## src/hw/ssy_port_cfg.svh

```systemverilog
// Register map, field positions, mode codes and timing counts of the serial port
`ifndef SSY_PORT_CFG_SVH
`define SSY_PORT_CFG_SVH

// Register byte addresses
`define SSY_ADDR_BUF 8'h13
`define SSY_ADDR_CTRL 8'h14
`define SSY_ADDR_STATUS 8'h94
`define SSY_ADDR_IRQ_ST 8'h20
`define SSY_ADDR_IRQ_MASK 8'h21

// Control register fields
`define SSY_CTRL_EN 5
`define SSY_CTRL_POL 4
`define SSY_CTRL_MODE_HI 3
`define SSY_CTRL_MODE_LO 0

// Status register fields
`define SSY_STAT_PHASE 7
`define SSY_STAT_EDGE 6
`define SSY_STAT_DA 5
`define SSY_STAT_FULL 0

// Mode codes in the control register
`define SSY_MODE_MST_DIV4 4'h0
`define SSY_MODE_MST_DIV16 4'h1
`define SSY_MODE_MST_DIV64 4'h2
`define SSY_MODE_SLV_SEL 4'h3
`define SSY_MODE_SLV_NOSEL 4'h4

// System clock cycles per half period of the master serial clock
`define SSY_HALF_DIV4 6'h02
`define SSY_HALF_DIV16 6'h08
`define SSY_HALF_DIV64 6'h20

// Master half-step markers and bit counting
`define SSY_STEP_FIRST 5'h01
`define SSY_STEP_LAST_LEAD 5'h0f
`define SSY_STEP_LAST_TRAIL 5'h10
`define SSY_STEP_END 5'h11
`define SSY_BIT_LAST 4'h7
`define SSY_DIV_TICK 6'h01

// Interrupt status bits
`define SSY_IRQ_DONE 0
`define SSY_IRQ_COLL 1
`define SSY_IRQ_OVF 2

// Reset values
`define SSY_RST_CTRL 6'h00
`define SSY_RST_BYTE 8'h00
`define SSY_RST_IRQ 3'h0

`endif

```

## src/hw/ssy_port_pkg.sv

```systemverilog
// Types of the synchronous serial port
package ssy_port_pkg;

	typedef enum logic [0:0] {
		SSY_IDLE,
		SSY_RUN
	} ssy_state_type;

	typedef struct packed {
		logic [5:0] ctrl;
		logic phase;
		logic tx_edge;
		logic full;
		logic [7:0] rx_buf;
		logic [7:0] tx_sr;
		logic [7:0] rx_sr;
		ssy_state_type state;
		logic [4:0] step;
		logic [5:0] div;
		logic [3:0] cnt;
		logic [1:0] sck_sync;
		logic sck_prev;
		logic [1:0] sel_sync;
		logic [1:0] din_sync;
		logic [2:0] irq_st;
		logic [2:0] irq_mask;
		logic [7:0] rd_data;
		logic irq;
		logic sck;
		logic sck_oe_n;
		logic dout;
		logic dout_oe_n;
	} ssy_regs_type;

endpackage

```

## src/hw/ssy_port.sv

```systemverilog
// Synchronous serial port in SPI mode with register port and interrupt
`timescale 1ns/1ns
`include "ssy_port_cfg.svh"

module ssy_port
	import ssy_port_pkg::*;
(
	// Clock and reset
	input wire logic sys_clk_in,
	input wire logic rst_n_in,
	// Register port
	input wire logic [7:0] reg_addr_in,
	input wire logic [7:0] reg_wdata_in,
	input wire logic reg_wr_in,
	input wire logic reg_rd_in,
	output logic [7:0] reg_rdata_out,
	// Interrupt
	output logic irq_out,
	// Serial clock pin
	input wire logic sck_in,
	output logic sck_out,
	output logic sck_oe_n_out,
	// Serial data pins and select
	input wire logic serial_in_line_in,
	output logic serial_out_line_out,
	output logic serial_out_oe_n_out,
	input wire logic sel_n_in
);

	ssy_regs_type r_ff;
	ssy_regs_type nxt_r;

	// Half period count of the master clock for a mode code
	function automatic logic [5:0] half_count(input logic [3:0] mode);
		case (mode)
			`SSY_MODE_MST_DIV16: half_count = `SSY_HALF_DIV16;
			`SSY_MODE_MST_DIV64: half_count = `SSY_HALF_DIV64;
			default: half_count = `SSY_HALF_DIV4;
		endcase
	endfunction

	// Next state of the whole port
	always_comb begin
		logic [3:0] mode;
		logic pol;
		logic en;
		logic is_master;
		logic is_slave;
		logic sel_ok;
		logic busy;
		logic [4:0] k;
		logic lead;
		logic trail;
		logic fin;
		logic sample_now;
		logic shift_now;
		logic done;
		logic coll;
		logic edge_seen;
		mode = r_ff.ctrl[`SSY_CTRL_MODE_HI:`SSY_CTRL_MODE_LO];
		pol = r_ff.ctrl[`SSY_CTRL_POL];
		en = r_ff.ctrl[`SSY_CTRL_EN];
		k = 5'h00;
		lead = 1'b0;
		trail = 1'b0;
		fin = 1'b0;
		sample_now = 1'b0;
		shift_now = 1'b0;
		done = 1'b0;
		coll = 1'b0;
		edge_seen = 1'b0;
		nxt_r = r_ff;

		// Pin synchronisers, first stage read only by the second
		nxt_r.sck_sync = {r_ff.sck_sync[0], sck_in};
		nxt_r.sel_sync = {r_ff.sel_sync[0], sel_n_in};
		nxt_r.din_sync = {r_ff.din_sync[0], serial_in_line_in};
		nxt_r.sck_prev = r_ff.sck_sync[1];

		// Mode decode
		is_master = en && (mode == `SSY_MODE_MST_DIV4 || mode == `SSY_MODE_MST_DIV16 ||
			mode == `SSY_MODE_MST_DIV64);
		is_slave = en && (mode == `SSY_MODE_SLV_SEL || mode == `SSY_MODE_SLV_NOSEL);
		sel_ok = (mode != `SSY_MODE_SLV_SEL) || !r_ff.sel_sync[1];
		busy = (r_ff.state == SSY_RUN) || (r_ff.cnt != 4'h0);

		// Master clock generation, half steps 1..16 toggle, step 17 closes the frame
		if (is_master && r_ff.state == SSY_RUN) begin
			if (r_ff.div == `SSY_DIV_TICK) begin
				nxt_r.div = half_count(mode);
				k = r_ff.step + 5'h01;
				nxt_r.step = k;
				lead = k[0] && (k <= `SSY_STEP_LAST_LEAD);
				trail = !k[0] && (k <= `SSY_STEP_LAST_TRAIL);
				fin = (k == `SSY_STEP_END);
				if (lead || trail) begin
					nxt_r.sck = !r_ff.sck;
				end
				// Output change edge from the edge bit alone
				if (r_ff.tx_edge) begin
					shift_now = lead && (k != `SSY_STEP_FIRST);
				end else begin
					shift_now = trail && (k != `SSY_STEP_LAST_TRAIL);
				end
				// Input sample point from the phase and edge bits
				if (r_ff.phase) begin
					sample_now = r_ff.tx_edge ? ((lead && k != `SSY_STEP_FIRST) || fin) : trail;
				end else begin
					sample_now = r_ff.tx_edge ? trail : lead;
				end
				done = fin;
			end else begin
				nxt_r.div = r_ff.div - `SSY_DIV_TICK;
			end
		end else if (is_slave) begin
			// Slave follows edges of the outside clock, sampling opposite to output change
			nxt_r.state = SSY_IDLE;
			if (sel_ok) begin
				edge_seen = r_ff.sck_sync[1] != r_ff.sck_prev;
				lead = edge_seen && (r_ff.sck_sync[1] != pol);
				trail = edge_seen && (r_ff.sck_sync[1] == pol);
				shift_now = (r_ff.cnt != 4'h0) && (r_ff.tx_edge ? lead : trail);
				sample_now = r_ff.tx_edge ? trail : lead;
				done = sample_now && (r_ff.cnt == `SSY_BIT_LAST);
			end else begin
				nxt_r.cnt = 4'h0;
			end
		end else begin
			// Port off or mode change: abort and rest the clock
			nxt_r.state = SSY_IDLE;
			nxt_r.cnt = 4'h0;
		end

		// Idle clock level
		if (nxt_r.state == SSY_IDLE && !(is_master && r_ff.state == SSY_RUN)) begin
			nxt_r.sck = pol;
		end

		// Shift out and shift in
		if (shift_now) begin
			nxt_r.tx_sr = {r_ff.tx_sr[6:0], 1'b0};
		end
		if (sample_now) begin
			nxt_r.rx_sr = {r_ff.rx_sr[6:0], r_ff.din_sync[1]};
			nxt_r.cnt = r_ff.cnt + 4'h1;
		end

		// Register writes
		if (reg_wr_in) begin
			case (reg_addr_in)
				`SSY_ADDR_CTRL: begin
					nxt_r.ctrl = reg_wdata_in[5:0];
				end
				`SSY_ADDR_STATUS: begin
					nxt_r.phase = reg_wdata_in[`SSY_STAT_PHASE];
					nxt_r.tx_edge = reg_wdata_in[`SSY_STAT_EDGE];
				end
				`SSY_ADDR_BUF: begin
					if (busy) begin
						coll = 1'b1;
					end else begin
						nxt_r.tx_sr = reg_wdata_in;
						if (is_master) begin
							nxt_r.state = SSY_RUN;
							nxt_r.step = 5'h00;
							nxt_r.div = half_count(mode);
						end
					end
				end
				`SSY_ADDR_IRQ_ST: begin
					nxt_r.irq_st = r_ff.irq_st & ~reg_wdata_in[2:0];
				end
				`SSY_ADDR_IRQ_MASK: begin
					nxt_r.irq_mask = reg_wdata_in[2:0];
				end
				default: begin
				end
			endcase
		end

		// Register reads, data valid in the next cycle only
		nxt_r.rd_data = `SSY_RST_BYTE;
		if (reg_rd_in) begin
			case (reg_addr_in)
				`SSY_ADDR_CTRL: nxt_r.rd_data = {2'b00, r_ff.ctrl};
				`SSY_ADDR_STATUS: begin
					nxt_r.rd_data[`SSY_STAT_PHASE] = r_ff.phase;
					nxt_r.rd_data[`SSY_STAT_EDGE] = r_ff.tx_edge;
					nxt_r.rd_data[`SSY_STAT_DA] = 1'b0;
					nxt_r.rd_data[`SSY_STAT_FULL] = r_ff.full;
				end
				`SSY_ADDR_BUF: begin
					nxt_r.rd_data = r_ff.rx_buf;
					nxt_r.full = 1'b0;
				end
				`SSY_ADDR_IRQ_ST: nxt_r.rd_data = {5'h00, r_ff.irq_st};
				`SSY_ADDR_IRQ_MASK: nxt_r.rd_data = {5'h00, r_ff.irq_mask};
				default: nxt_r.rd_data = `SSY_RST_BYTE;
			endcase
		end

		// End of exchange; events set after clears so a set wins
		if (done) begin
			nxt_r.cnt = 4'h0;
			nxt_r.state = SSY_IDLE;
			nxt_r.irq_st[`SSY_IRQ_DONE] = 1'b1;
			if (r_ff.full) begin
				nxt_r.irq_st[`SSY_IRQ_OVF] = 1'b1; // Unread byte kept
			end else begin
				nxt_r.rx_buf = nxt_r.rx_sr;
			end
			nxt_r.full = 1'b1;
		end
		if (coll) begin
			nxt_r.irq_st[`SSY_IRQ_COLL] = 1'b1;
		end
		nxt_r.irq = |(nxt_r.irq_st & nxt_r.irq_mask);

		// Pin drivers, enables low while driving
		nxt_r.sck_oe_n = !is_master;
		nxt_r.dout = nxt_r.tx_sr[7];
		nxt_r.dout_oe_n = !(is_master || (is_slave && sel_ok));
	end

	// State register
	always_ff @(posedge sys_clk_in or negedge rst_n_in) begin
		if (!rst_n_in) begin
			r_ff.ctrl <= `SSY_RST_CTRL;
			r_ff.phase <= 1'b0;
			r_ff.tx_edge <= 1'b0;
			r_ff.full <= 1'b0;
			r_ff.rx_buf <= `SSY_RST_BYTE;
			r_ff.tx_sr <= `SSY_RST_BYTE;
			r_ff.rx_sr <= `SSY_RST_BYTE;
			r_ff.state <= SSY_IDLE;
			r_ff.step <= 5'h00;
			r_ff.div <= 6'h00;
			r_ff.cnt <= 4'h0;
			r_ff.sck_sync <= 2'b00;
			r_ff.sck_prev <= 1'b0;
			r_ff.sel_sync <= 2'b11;
			r_ff.din_sync <= 2'b00;
			r_ff.irq_st <= `SSY_RST_IRQ;
			r_ff.irq_mask <= `SSY_RST_IRQ;
			r_ff.rd_data <= `SSY_RST_BYTE;
			r_ff.irq <= 1'b0;
			r_ff.sck <= 1'b0;
			r_ff.sck_oe_n <= 1'b1;
			r_ff.dout <= 1'b0;
			r_ff.dout_oe_n <= 1'b1;
		end else begin
			r_ff <= nxt_r;
		end
	end

	// Outputs straight from flip-flops
	assign reg_rdata_out = r_ff.rd_data;
	assign irq_out = r_ff.irq;
	assign sck_out = r_ff.sck;
	assign sck_oe_n_out = r_ff.sck_oe_n;
	assign serial_out_line_out = r_ff.dout;
	assign serial_out_oe_n_out = r_ff.dout_oe_n;

endmodule

```

## config.mk

```make
export PLATFORM = sky130hd
export DESIGN_NAME = ssy_port
export DESIGN_NICKNAME = d
export VERILOG_FILES = /design/src/hw/ssy_port_pkg.sv /design/src/hw/ssy_port.sv
export VERILOG_INCLUDE_DIRS = /design/src /design/src/hw
export SDC_FILE = /design/constraint.sdc
export NUM_CORES = 1
export LEC_CHECK = 0
export BUFFER_PORTS_ARGS = -buffer_cell sky130_fd_sc_hd__buf_2
export CORE_MARGIN = 2
export CORE_UTILIZATION = 64
export CTS_CLUSTER_DIAMETER = 40
export DETAILED_ROUTE_END_ITERATION = 10
export PLACE_DENSITY = 0.92
export SKIP_LAST_GASP = 1
export SYNTH_ARGS = -nofsm -noshare
export SYNTH_HDL_FRONTEND = slang
export SYNTH_SLANG_ARGS = --single-unit
```

## constraint.sdc

```tcl
create_clock -name sys_clk_in -period 6.4 [get_ports sys_clk_in]
set_clock_uncertainty 0.05 [all_clocks]
set_input_delay 0 -clock sys_clk_in [delete_from_list [all_inputs] [get_ports sys_clk_in]]
set_output_delay 0 -clock sys_clk_in [all_outputs]
set_load 0.02 [all_outputs]
```

Yosys cells after proc, flatten, opt, wreduce, memory -nomap -nowiden
Cells that the tools add are included.

word-level totals
  register bits after elaboration = 75
  bits of input ports = 23
  output and inout bits = 13
  word-level logic and storage cells = 154

operators by class
  $add $sub $neg = 3
  magnitude comparators = 2
  eq/ne operators = 20
  muxes and demuxes = 60
  bitwise logic cells = 5
  reduce and logical (&&, ||, !) cells = 41

operator list
  cell                                                                      count
  8-bit 2-to-1 mux                                                          7
  12-bit 2-to-1 mux                                                         4
  1-bit 2-to-1 mux                                                          33
  4-bit 2-to-1 mux                                                          5
  8-bit by 5-bit equality test with 1-bit output (second input constant)    2
  8-bit by 6-bit equality test with 1-bit output (second input constant)    2
  4-bit case mux with 4 select lines                                        1
  1-bit logical AND                                                         13
  6-bit 2-to-1 mux                                                          2
  6-bit case mux with 2 select lines                                        1
  11-bit 2-to-1 mux                                                         1
  2-bit AND reduction                                                       5
  2-bit nonzero test                                                        5
  9-bit 2-to-1 mux                                                          1
  3-bit case mux with 3 select lines                                        1
  4-bit by 2-bit equality test with 1-bit output (second input constant)    2
  4-bit by 3-bit equality test with 1-bit output (second input constant)    2
  8-bit equality test (second input constant)                               1
  1-bit logical OR                                                          8
  4-bit by 2-bit inequality test with 1-bit output (second input constant)  2
  3-bit bitwise AND                                                         2
  6-bit by 1-bit equality test with 1-bit output (second input constant)    1
  1-bit zero test                                                           6
  3-bit 2-to-1 mux                                                          2
  20 further kinds                                                          22

Longest topological paths before layout
Gate-level depths: netlist (run 1).

  depth in word-level cells = 12
  depth in mapped cells = 10
  depth with buffers taken out = 8

Worst setup path before layout (run 1)
No wires, ideal clock.

  path kind = register to register
  start point = register r_ff[37] (netlist bit)
  end point = register r_ff[43] (netlist bit)
  setup time = 0.125 ns
  data arrival time = 2.154 ns
  data required time = 6.225 ns
  setup slack = 4.071 ns
  stages on the path, launching flop included = 9
  path buffers = 1
  clock period less this slack = 2.329 ns
  cells stage by stage = dfrtp_1 > ha_1 > nand3_2 > xnor2_1 > or2_4 > o22a_2 > o21ai_2 > buf_6 > mux2_4

RTL lines
  item                    RTL line         RTL
  from (decl)             ssy_port.sv:30   ssy_regs_type r_ff;
  from (signal assigned)  ssy_port.sv:252  r_ff <= nxt_r;

==> results.yml, run 1 <==
status:
  outcome: "completed"
power_and_ir_drop:
  power_leakage_nw: 2.07
  seq_power_share_pct: 54.1
  internal_power_mw: 0.684
  powerDensity_mw_per_mm2: 205
  swShare_pct: 24.1
  clkPwrFrac_pct: 39.7
  comb_power_share_pct: 6.2
  power.switching_mw: 0.217
  vdd_drop_max_uv: 145
setup_path:
  r2r-start: "r_ff[70]"
  crit_path_end_kind: "flip-flop"
  cp_slowest_cell: "o21ai_2"
  worstSetupPathType: "flip-flop to flip-flop"
  slowest_delay_ns: 0.61
  reg2regPathDepth: 6
  r2r_slack_ns: 3.45
  path_max_fanout: 12
  crit_cells: 6
  crit_chain: "a21oi_2 -> nand4b_1 -> nor2_1 -> nand2b_1 -> o21ai_2 -> mux2_1"
  cp_num_buf_inv: 0
  required_ns: 6.58
  path_delay_family: "simple AND/OR/NAND/NOR gates"
  worstPathArrival_ns: 3.13
  crit_start: "r_ff[70]"
  start_kind: "flip-flop"
cts:
  htreeDepth: 3
  cts_buffer_depth: 2
  post_cts_buffers: 0
  clock_sinks: 74
  cts_tree: "done"
  clk_pin_slew_ns: 0.09
  clock_latency_ns: 0.36
  cts_made_buffers: 9
  clockRootBuffer: "clkbuf_8"
finish:
  multi_input_comb_area_mm2: 0.00191
  layout.nets: 428
  final-instance-count-excl-fill: 478
  fillers: 370
  drive_above_1_share_pct: 24.1
  n_antenna_cell: 0
  final_core_util_pct: 74.3
  regArea_mm2: 0.00186
  area_growth_pct: 11.9
logic_synthesis:
  synthDistinctLibCells: 71
  ys.flop_type: "dfrtp_1"
  async_flop_share_pct: 100
  avgSynthCellArea_um2: 10.9
  synth_fp_nets: 390
  netlist_instances: 360
  synth_seq_area_share_pct: 47.3
  netlist_top_cells_area: "dfrtp_1, mux2_2, nand2_1"
  yosys_register_bits: 74
  synth.cell_area_mm2: 0.00393
  netlist.area_leader.share_pct: 44.6
  synth_area_leader_cell: "dfrtp_1"
  synth_edf_count: 0
  ys_warn_count: 0
placed_design:
  gp_congestion: 0.852
  hpwl_um: 6090
  dpl.cell_count: 448
  portBuffers: 35
run:
  maxCapViolCount: 0
floorplanning:
  fp-row-count: 28
  die_h_um: 82.4
  core_mm2: 0.00592
  die_area_mm2: 0.00678
  io_pins: 36
  initial_utilization_pct: 66.4
  die_x_um: 82.4
grt:
  overflow: 0
  grt_pass1_wl_um: 13800
  grtUsageTotal_pct: 27.1
  grt_max_degree: 75
  antenna_found_initial: 0
  grt_pass1_vias: 2843
drt:
  post-route-drc-count: 0
  dr.pass1.iters: 6
  avgRoutedWirePerCell_um: 18.2
  drtIter0Drc: 323
  routed_wl_um: 8710
  vias: 3026
  ant_nets: 0
  via_per_inst: 6.33
sta:
  relSlewSlack_pct: 40.4
  setup_tns_ns: 0
  hold_slack_ns: 0.0706
  slew_viol_final: 0
  tightest_slew_ns: 0.894
  finalCriticalPeriod_ns: 2.95
  hold_viol: 0
  max_clock_freq_ghz: 0.339
  period_share_pct: 46.1
  setup_viol: 0
  rsz0062_at_grt: "false"
worst_hold_path:
  holdPathStages: 4
  worstHoldStart: "reg_addr_in[7]"
  min_path_type: "primary input to flip-flop"
[registers in the layout (all words and copies together), names as in the netlist]
register / count
sck_oe_n_out: 1
serial_out_oe_n_out: 1
serial_out_line_out: 1
irq_out: 1
sck_out: 1
reg_rdata_out: 8
nxt_r: 4
r_ff: 57
[stage by stage]
step           setup slack (ns)  instance area, µm²  power (mW)
3_3_place_gp               3.62                4060       0.542
6_report                   3.45                4400       0.900
2_1_floorplan              4.07                3930       0.518
5_1_grt                    3.21                4400       0.933
4_1_cts                    3.49                4400       0.902
3_5_place_dp               3.53                4060       0.544
[power by group through the flow]
stage                     clock network, mW  logic, mW  registers (mW)
after global routing                  0.384     0.0605           0.489
after detailed placement                  0     0.0479           0.496
after global placement                    0     0.0460           0.495
after CTS                             0.360     0.0551           0.487
after floorplan                           0     0.0233           0.495
final                                 0.358     0.0554           0.487
[synth_stat cells (3+ instances only)]
cell and instances:
xnor2_1 9, o211ai_1 7, nor3b_1 3, o221a_1 8
nor3_1 5, dfstp_2 4, or3_1 3, ha_1 7
o21ai_0 10, a222oi_1 3, nor2b_1 16, or2_2 8
mux2_4 7, o31ai_1 3, buf_2 5, nand2b_1 5
and3_1 6, nor2_1 19, clkbuf_1 4, nand3_1 10
a22o_1 3, nand2_1 38, dfrtp_1 70, o21bai_1 5
inv_1 7, a22oi_1 6, a21oi_1 7, and4b_1 4
buf_4 11, mux2_2 13
[logic make-up after synthesis]
kind of cell | synth area share (%)
and+or+nand+nor | 19.8
AOI/OAI and AO/OA | 16.8
DFF | 47.3
buffers and inverters | 4.17
muxes | 7.23
xor gates and xnor gates | 2.45
adders and majority gates | 2.23
[layout make-up]
cell class              count  share of cell area (%)
multi-input cells         257                    43.4
flip-flops and latches     74                    42.2
repair buffers             49                    7.23
clock buffers              10                    2.90
well taps                  75                    2.13
clock inverters             6                    1.51
inverters                   7                   0.598
[layout by cell type (no fill, tap or decap), types with 5 or more instances in the layout]
cell           count
xnor2_1            9
and3_1             6
o211ai_1           7
mux2_4             7
nor2b_1           16
nand2b_1           5
o221a_1            8
nand3_1           10
a22oi_1            6
dlygate4sd3_1     14
dfrtp_1           70
buf_2             34
or2_2              8
o21ai_0           10
ha_1               7
mux2_2            13
nor2_1            19
nand2_1           38
clkbuf_8           9
a21oi_1            7
o21bai_1           5
inv_1              7
nor3_1             5
[routing by layer]
metal  up-vias  global-route usage (%)  share of wire (%)
li1       1377                       -                  -
met1      1487                    35.8                 43
met2       142                    42.3                 49
met3        20                    6.74                6.8
met4         0                    12.3                2.0
met5         -                       0                  0
[worst reg2reg max path, stage by stage, from the launching register on]
cell and delay (ns):
dfrtp_1 0.46, a21oi_2 0.22, nand4b_1 0.38, nor2_1 0.51, nand2b_1 0.21, o21ai_2 0.62, mux2_1 0.38
[worst paths after layout]
check,endpoint
setup reg to reg,r_ff[49]
hold reg to reg,r_ff[20]
hold / removal,reg_rdata_out[5]
setup / recovery,r_ff[49]
max in group asynchronous,r_ff[61]
min in group asynchronous,r_ff[40]
[repair_timing]
item | 4_1_cts | 5_1_grt
gates resized for setup | 0 | 0
endpoints found under the hold margin | 104 | 0
hold buffers | 14 | 0
(Power assumes the default switching activity.)
==> run 2: changes to the inputs <==
CORE_UTILIZATION = 59   (was 64)
PLACE_DENSITY = 0.86   (was 0.92)
clock period = 3.04 ns   (was 6.4 ns; I/O delays follow)
==> run 2 against run 1 <==
Utilization is 3.6 points lower. First-iteration DRC count decreased by 32%. Clock-buffer cell count unchanged. Critical endpoint is now r_ff[33]. Global-route usage shrank 2.8 points. Worst hold slack improved by 0.0049 ns. Design area is 2.6% higher.
==> results.yml, run 2 (synthesis results as in run 1) <==
finish:
  n_antenna_cell: 0
  final_core_util_pct: 70.6
  fillers: 461
  top_register: "r_ff"
  final_common_cell: "dfrtp_1"
  largest_register_ffs: 57
  final_cell_mix: "dfrtp_1, nand2_1, buf_2"
  layout.nets: 433
  area_growth_pct: 14.8
  drive_above_1_share_pct: 24.8
setup_path:
  worstSetupPathType: "flip-flop to flip-flop"
  start_kind: "flip-flop"
  r2r_end: "r_ff[33]"
  required_ns: 3.23
  reg2regPathDepth: 9
  path_max_fanout: 14
  r2r-start: "r_ff[26]"
  worstPathArrival_ns: 2.70
  r2r_slack_ns: 0.52
  crit_path_end_kind: "flip-flop"
cts:
  clock_latency_ns: 0.36
  clk_pin_slew_ns: 0.09
  clockRootBuffer: "clkbuf_8"
  cts_tree: "done"
  cts_buffer_depth: 2
  htreeDepth: 3
  cts_made_buffers: 9
  clock_sinks: 74
floorplanning:
  die_x_um: 85.6
  io_pins: 36
  die_h_um: 85.6
  die_area_mm2: 0.00733
  core_mm2: 0.00639
  fp-row-count: 29
  initial_utilization_pct: 61.5
worst_hold_path:
  worstHoldStart: "reg_addr_in[7]"
  holdPathStages: 4
  min_path_type: "primary input to flip-flop"
  min_to: "reg_rdata_out[0]"
power_and_ir_drop:
  comb_power_share_pct: 5.4
  internal_power_mw: 1.69
  powerDensity_mw_per_mm2: 478
  swShare_pct: 21.4
  vdd_drop_max_uv: 410
  clkPwrFrac_pct: 47.0
  power_leakage_nw: 2.13
  power.switching_mw: 0.460
  seq_power_share_pct: 47.6
drt:
  post-route-drc-count: 0
  ant_nets: 0
  drtIter0Drc: 221
  routed_wl_um: 8440
  dr.pass1.iters: 5
  vias: 3006
  via_per_inst: 6.20
  avgRoutedWirePerCell_um: 17.4
grt:
  grtUsageTotal_pct: 24.4
  overflow: 0
  antenna_found_initial: 0
  grt_max_degree: 75
  grt_pass1_vias: 2917
  grt_pass1_wl_um: 14000
run:
  maxCapViolCount: 0
sta:
  period_share_pct: 82.8
  setup_tns_ns: 0
  tightest_slew_ns: 0.898
  relSlewSlack_pct: 40.2
  rsz0062_at_grt: "false"
  max_clock_freq_ghz: 0.397
  finalCriticalPeriod_ns: 2.52
  setup_viol: 0
  slew_viol_final: 0
  fin_ws_ns: 0.523
  hold_viol: 0
placed_design:
  gp_congestion: 0.913
  portBuffers: 35
  preCtsSetupSlack_ns: 0.550
  hpwl_um: 5800
status:
  outcome: "completed"
run 2: cell types whose count changed in the layout (fill, tap and decap cells not counted), sizes merged:
cell,change
inv,+1
clkinvlp,-3
clkinv,-1
dlygate4sd3,+1
bufinv,+3
buf,+4
run 2: area by class of cell:
| class | instances | area [µm²] | area share, % |
|---|---|---|---|
| clock buffers | 10 | 128 | 2.83 |
| clock inverters | 6 | 138 | 3.05 |
| inverters | 7 | 26.3 | 0.583 |
| multi-input cells | 257 | 1910 | 42.3 |
| flip-flops and latches | 74 | 1860 | 41.2 |
| well taps | 77 | 96.3 | 2.14 |
| repair buffers | 54 | 358 | 7.93 |
run 2: worst max-delay path: stages (launching register included):
cell	delay, ns
dfrtp_1	0.39
inv_1	0.11
ha_1	0.15
nor3b_1	0.42
nor2b_1	0.19
buf_4	0.13
and4bb_2	0.44
or2_1	0.17
nand2_1	0.05
a221o_1	0.33
run 2: what timing repair did:
action	4_1_cts	5_1_grt
endpoints found under the hold margin	104	0
hold buffers	15	0
gates resized for setup	0	0
buffers inserted	0	0
run 2: per-layer routing:
metal | global-route usage (%) | wire (µm)
met1 | 33.4 | 3740
met2 | 39.4 | 4120
met3 | 3.95 | 447
met4 | 9.09 | 137
met5 | 0 | 0
run 2: stage by stage:
stage                     cell area, µm²  cells  hold slack (ns)  power [mW]
after floorplan                     3930    360           -0.346        1.09
after global placement              4100    454           0.0551        1.14
after detailed placement            4100    454           0.0596        1.14
after CTS                           4510    485           0.0626        2.17
after global routing                4510    485            0.107        2.22
final                               4510    485           0.0754        2.15
run 2: power groups by stage:
| stage | registers (mW) | logic, mW | clock network (mW) |
|---|---|---|---|
| floorplan | 1.04 | 0.0490 | 0 |
| global placement | 1.04 | 0.0970 | 0 |
| detailed placement | 1.04 | 0.0995 | 0 |
| CTS | 1.03 | 0.115 | 1.03 |
| global route | 1.03 | 0.128 | 1.06 |
| finish | 1.03 | 0.116 | 1.01 |
run 2: worst max-delay path by stage:
stage                     depth (start not counted)  startpoint  endpoint
after floorplan                                   8    r_ff[37]  r_ff[43]
after detailed placement                          8    r_ff[36]  r_ff[42]
final                                             9    r_ff[26]  r_ff[33]
after global placement                            8    r_ff[36]  r_ff[49]
after global routing                              7    r_ff[36]  r_ff[51]
after CTS                                         8    r_ff[36]  r_ff[49]
==> run 3: changes to the inputs <==
clock period = 2.6 ns   (was 3.04 ns; I/O delays follow)
==> run 3 against run 2 <==
Final cell count up 1.4%. Sequential power increased by 17%. Sequential cell count unchanged. Largest cell class unchanged. Global-route usage grew 1.5 points. Utilization decreased by 0.078 points. Worst setup slack lost 0.33 ns. Wire length is 7.4% higher. Non-clock buffer count grew 7.
==> results.yml, run 3 (synthesis results as in run 1) <==
drt:
  via_per_inst: 6.28
  post-route-drc-count: 0
  vias: 3092
  dr.pass1.iters: 6
  routed_wl_um: 9070
  avgRoutedWirePerCell_um: 18.4
  ant_nets: 0
  drtIter0Drc: 277
sta:
  finalCriticalPeriod_ns: 2.40
  tightest_slew_ns: 0.909
  setup_viol: 0
  hold_slack_ns: 0.0363
  max_clock_freq_ghz: 0.416
  slew_viol_final: 0
  hold_viol: 0
  period_share_pct: 92.4
  setup_tns_ns: 0
  rsz0062_at_grt: "false"
  relSlewSlack_pct: 39.4
setup_path:
  crit_start: "r_ff[37]"
  cp_num_buf_inv: 1
  path_delay_family: "compound AO/OA/AOI/OAI gates"
  worstSetupPathType: "flip-flop to flip-flop"
  crit_path_end_kind: "flip-flop"
  reg2regPathDepth: 8
  crit_chain: "ha_2 -> and2_2 -> a21oi_1 -> o32ai_2 -> o22a_2 -> o21ai_2 -> buf_12 -> mux2_1"
  slowest_delay_ns: 0.44
  required_ns: 2.78
  r2r-start: "r_ff[37]"
  path_max_fanout: 12
  cp_slowest_cell: "dfrtp_2"
  worstPathArrival_ns: 2.58
  start_kind: "flip-flop"
  crit_cells: 8
grt:
  grt_pass1_wl_um: 14600
  grtUsageTotal_pct: 25.9
  grt_pass1_vias: 3004
  grt_max_degree: 75
  overflow: 0
  antenna_found_initial: 0
placed_design:
  place_area_mm2: 0.00417
  gp_congestion: 0.950
  portBuffers: 35
  hpwl_um: 6110
power_and_ir_drop:
  power_leakage_nw: 2.14
  power_mw: 2.23
  vdd_drop_max_uv: 437
  powerDensity_mw_per_mm2: 495
cts:
  clock_latency_ns: 0.35
  clk_pin_slew_ns: 0.08
  cts_tree: "done"
  cts_buffer_depth: 2
  clockRootBuffer: "clkbuf_8"
  clock_sinks: 74
  cts_made_buffers: 9
  htreeDepth: 3
finish:
  final_core_util_pct: 70.6
  n_antenna_cell: 0
  final_cell_mix: "dfrtp_1, nand2_1, buf_2"
  area_growth_pct: 14.7
  final_common_cell: "dfrtp_1"
  largest_register_ffs: 57
  top_register: "r_ff"
  drive_above_1_share_pct: 27.0
  layout.cell_area.non_filler_mm2: 0.00451
  layout.nets: 440
  regArea_mm2: 0.00186
  fillers: 465
  multi_input_comb_area_mm2: 0.00191
worst_hold_path:
  min_path_type: "primary input to flip-flop"
  holdPathStages: 3
  worstHoldStart: "reg_addr_in[0]"
floorplanning:
  fp-row-count: 29
  die_area_mm2: 0.00733
  die_x_um: 85.6
  initial_utilization_pct: 61.5
  die_h_um: 85.6
  io_pins: 36
  core_mm2: 0.00639
run:
  maxCapViolCount: 0
status:
  outcome: "completed"
## run 3: path summary, 6_finish.rpt
check | endpoint | slack, ns
max | r_ff[49] | 0.20
min | reg_rdata_out[1] | 0.04
max reg2reg | r_ff[49] | 0.20
min reg2reg | nxt_r[23] | 0.30
max in group asynchronous | r_ff[36] | 1.58
min in group asynchronous | r_ff[54] | 0.25
## run 3: repair_timing
action	in CTS	in global routing
endpoints found under the hold margin	104	0
buffers inserted	0	0
setup endpoints to repair	0	15
gates resized for setup	0	3
hold buffers	14	0
## run 3: per-stage QoR
| step | setup WS, ns | instances |
|---|---|---|
| final | 0.197 | 492 |
| after global routing | 0.0616 | 492 |
| after CTS | 0.0744 | 492 |
| after detailed placement | 0.0901 | 462 |
| after global placement | 0.182 | 462 |
| after floorplan | 0.271 | 360 |
## run 3: cell type report
cell class                      instances  area share [%]
Clock buffer                           10            2.83
Clock inverter                          6            1.44
Inverter                                7           0.583
Multi-Input combinational cell        257            42.4
Sequential cell                        74            41.3
Tap cell                               77            2.14
Timing Repair Buffer                   61            9.33
## run 3: routing by layer
layer  GRT usage [%]  routed length (µm)  share of wire (%)
met3            4.33                 527                5.8
met4            11.3                 215                2.4
met1            34.5                3950                 44
met5               0                   0                  0
met2            42.0                4380                 48
## run 3: power breakdown
part	internal (mW)	leakage [nW]	total, mW	switching (mW)
clock network	0.445	0.0966	0.893	0.447
registers	1.18	0.934	1.20	0.0214
logic	0.0624	1.11	0.138	0.0756
total	1.69	2.14	2.23	0.544
## run 3: tightest hold or removal path, cell delays in order
cell      delay [ns]
buf_2           0.18
a222oi_1        0.10
nor2b_1         0.12
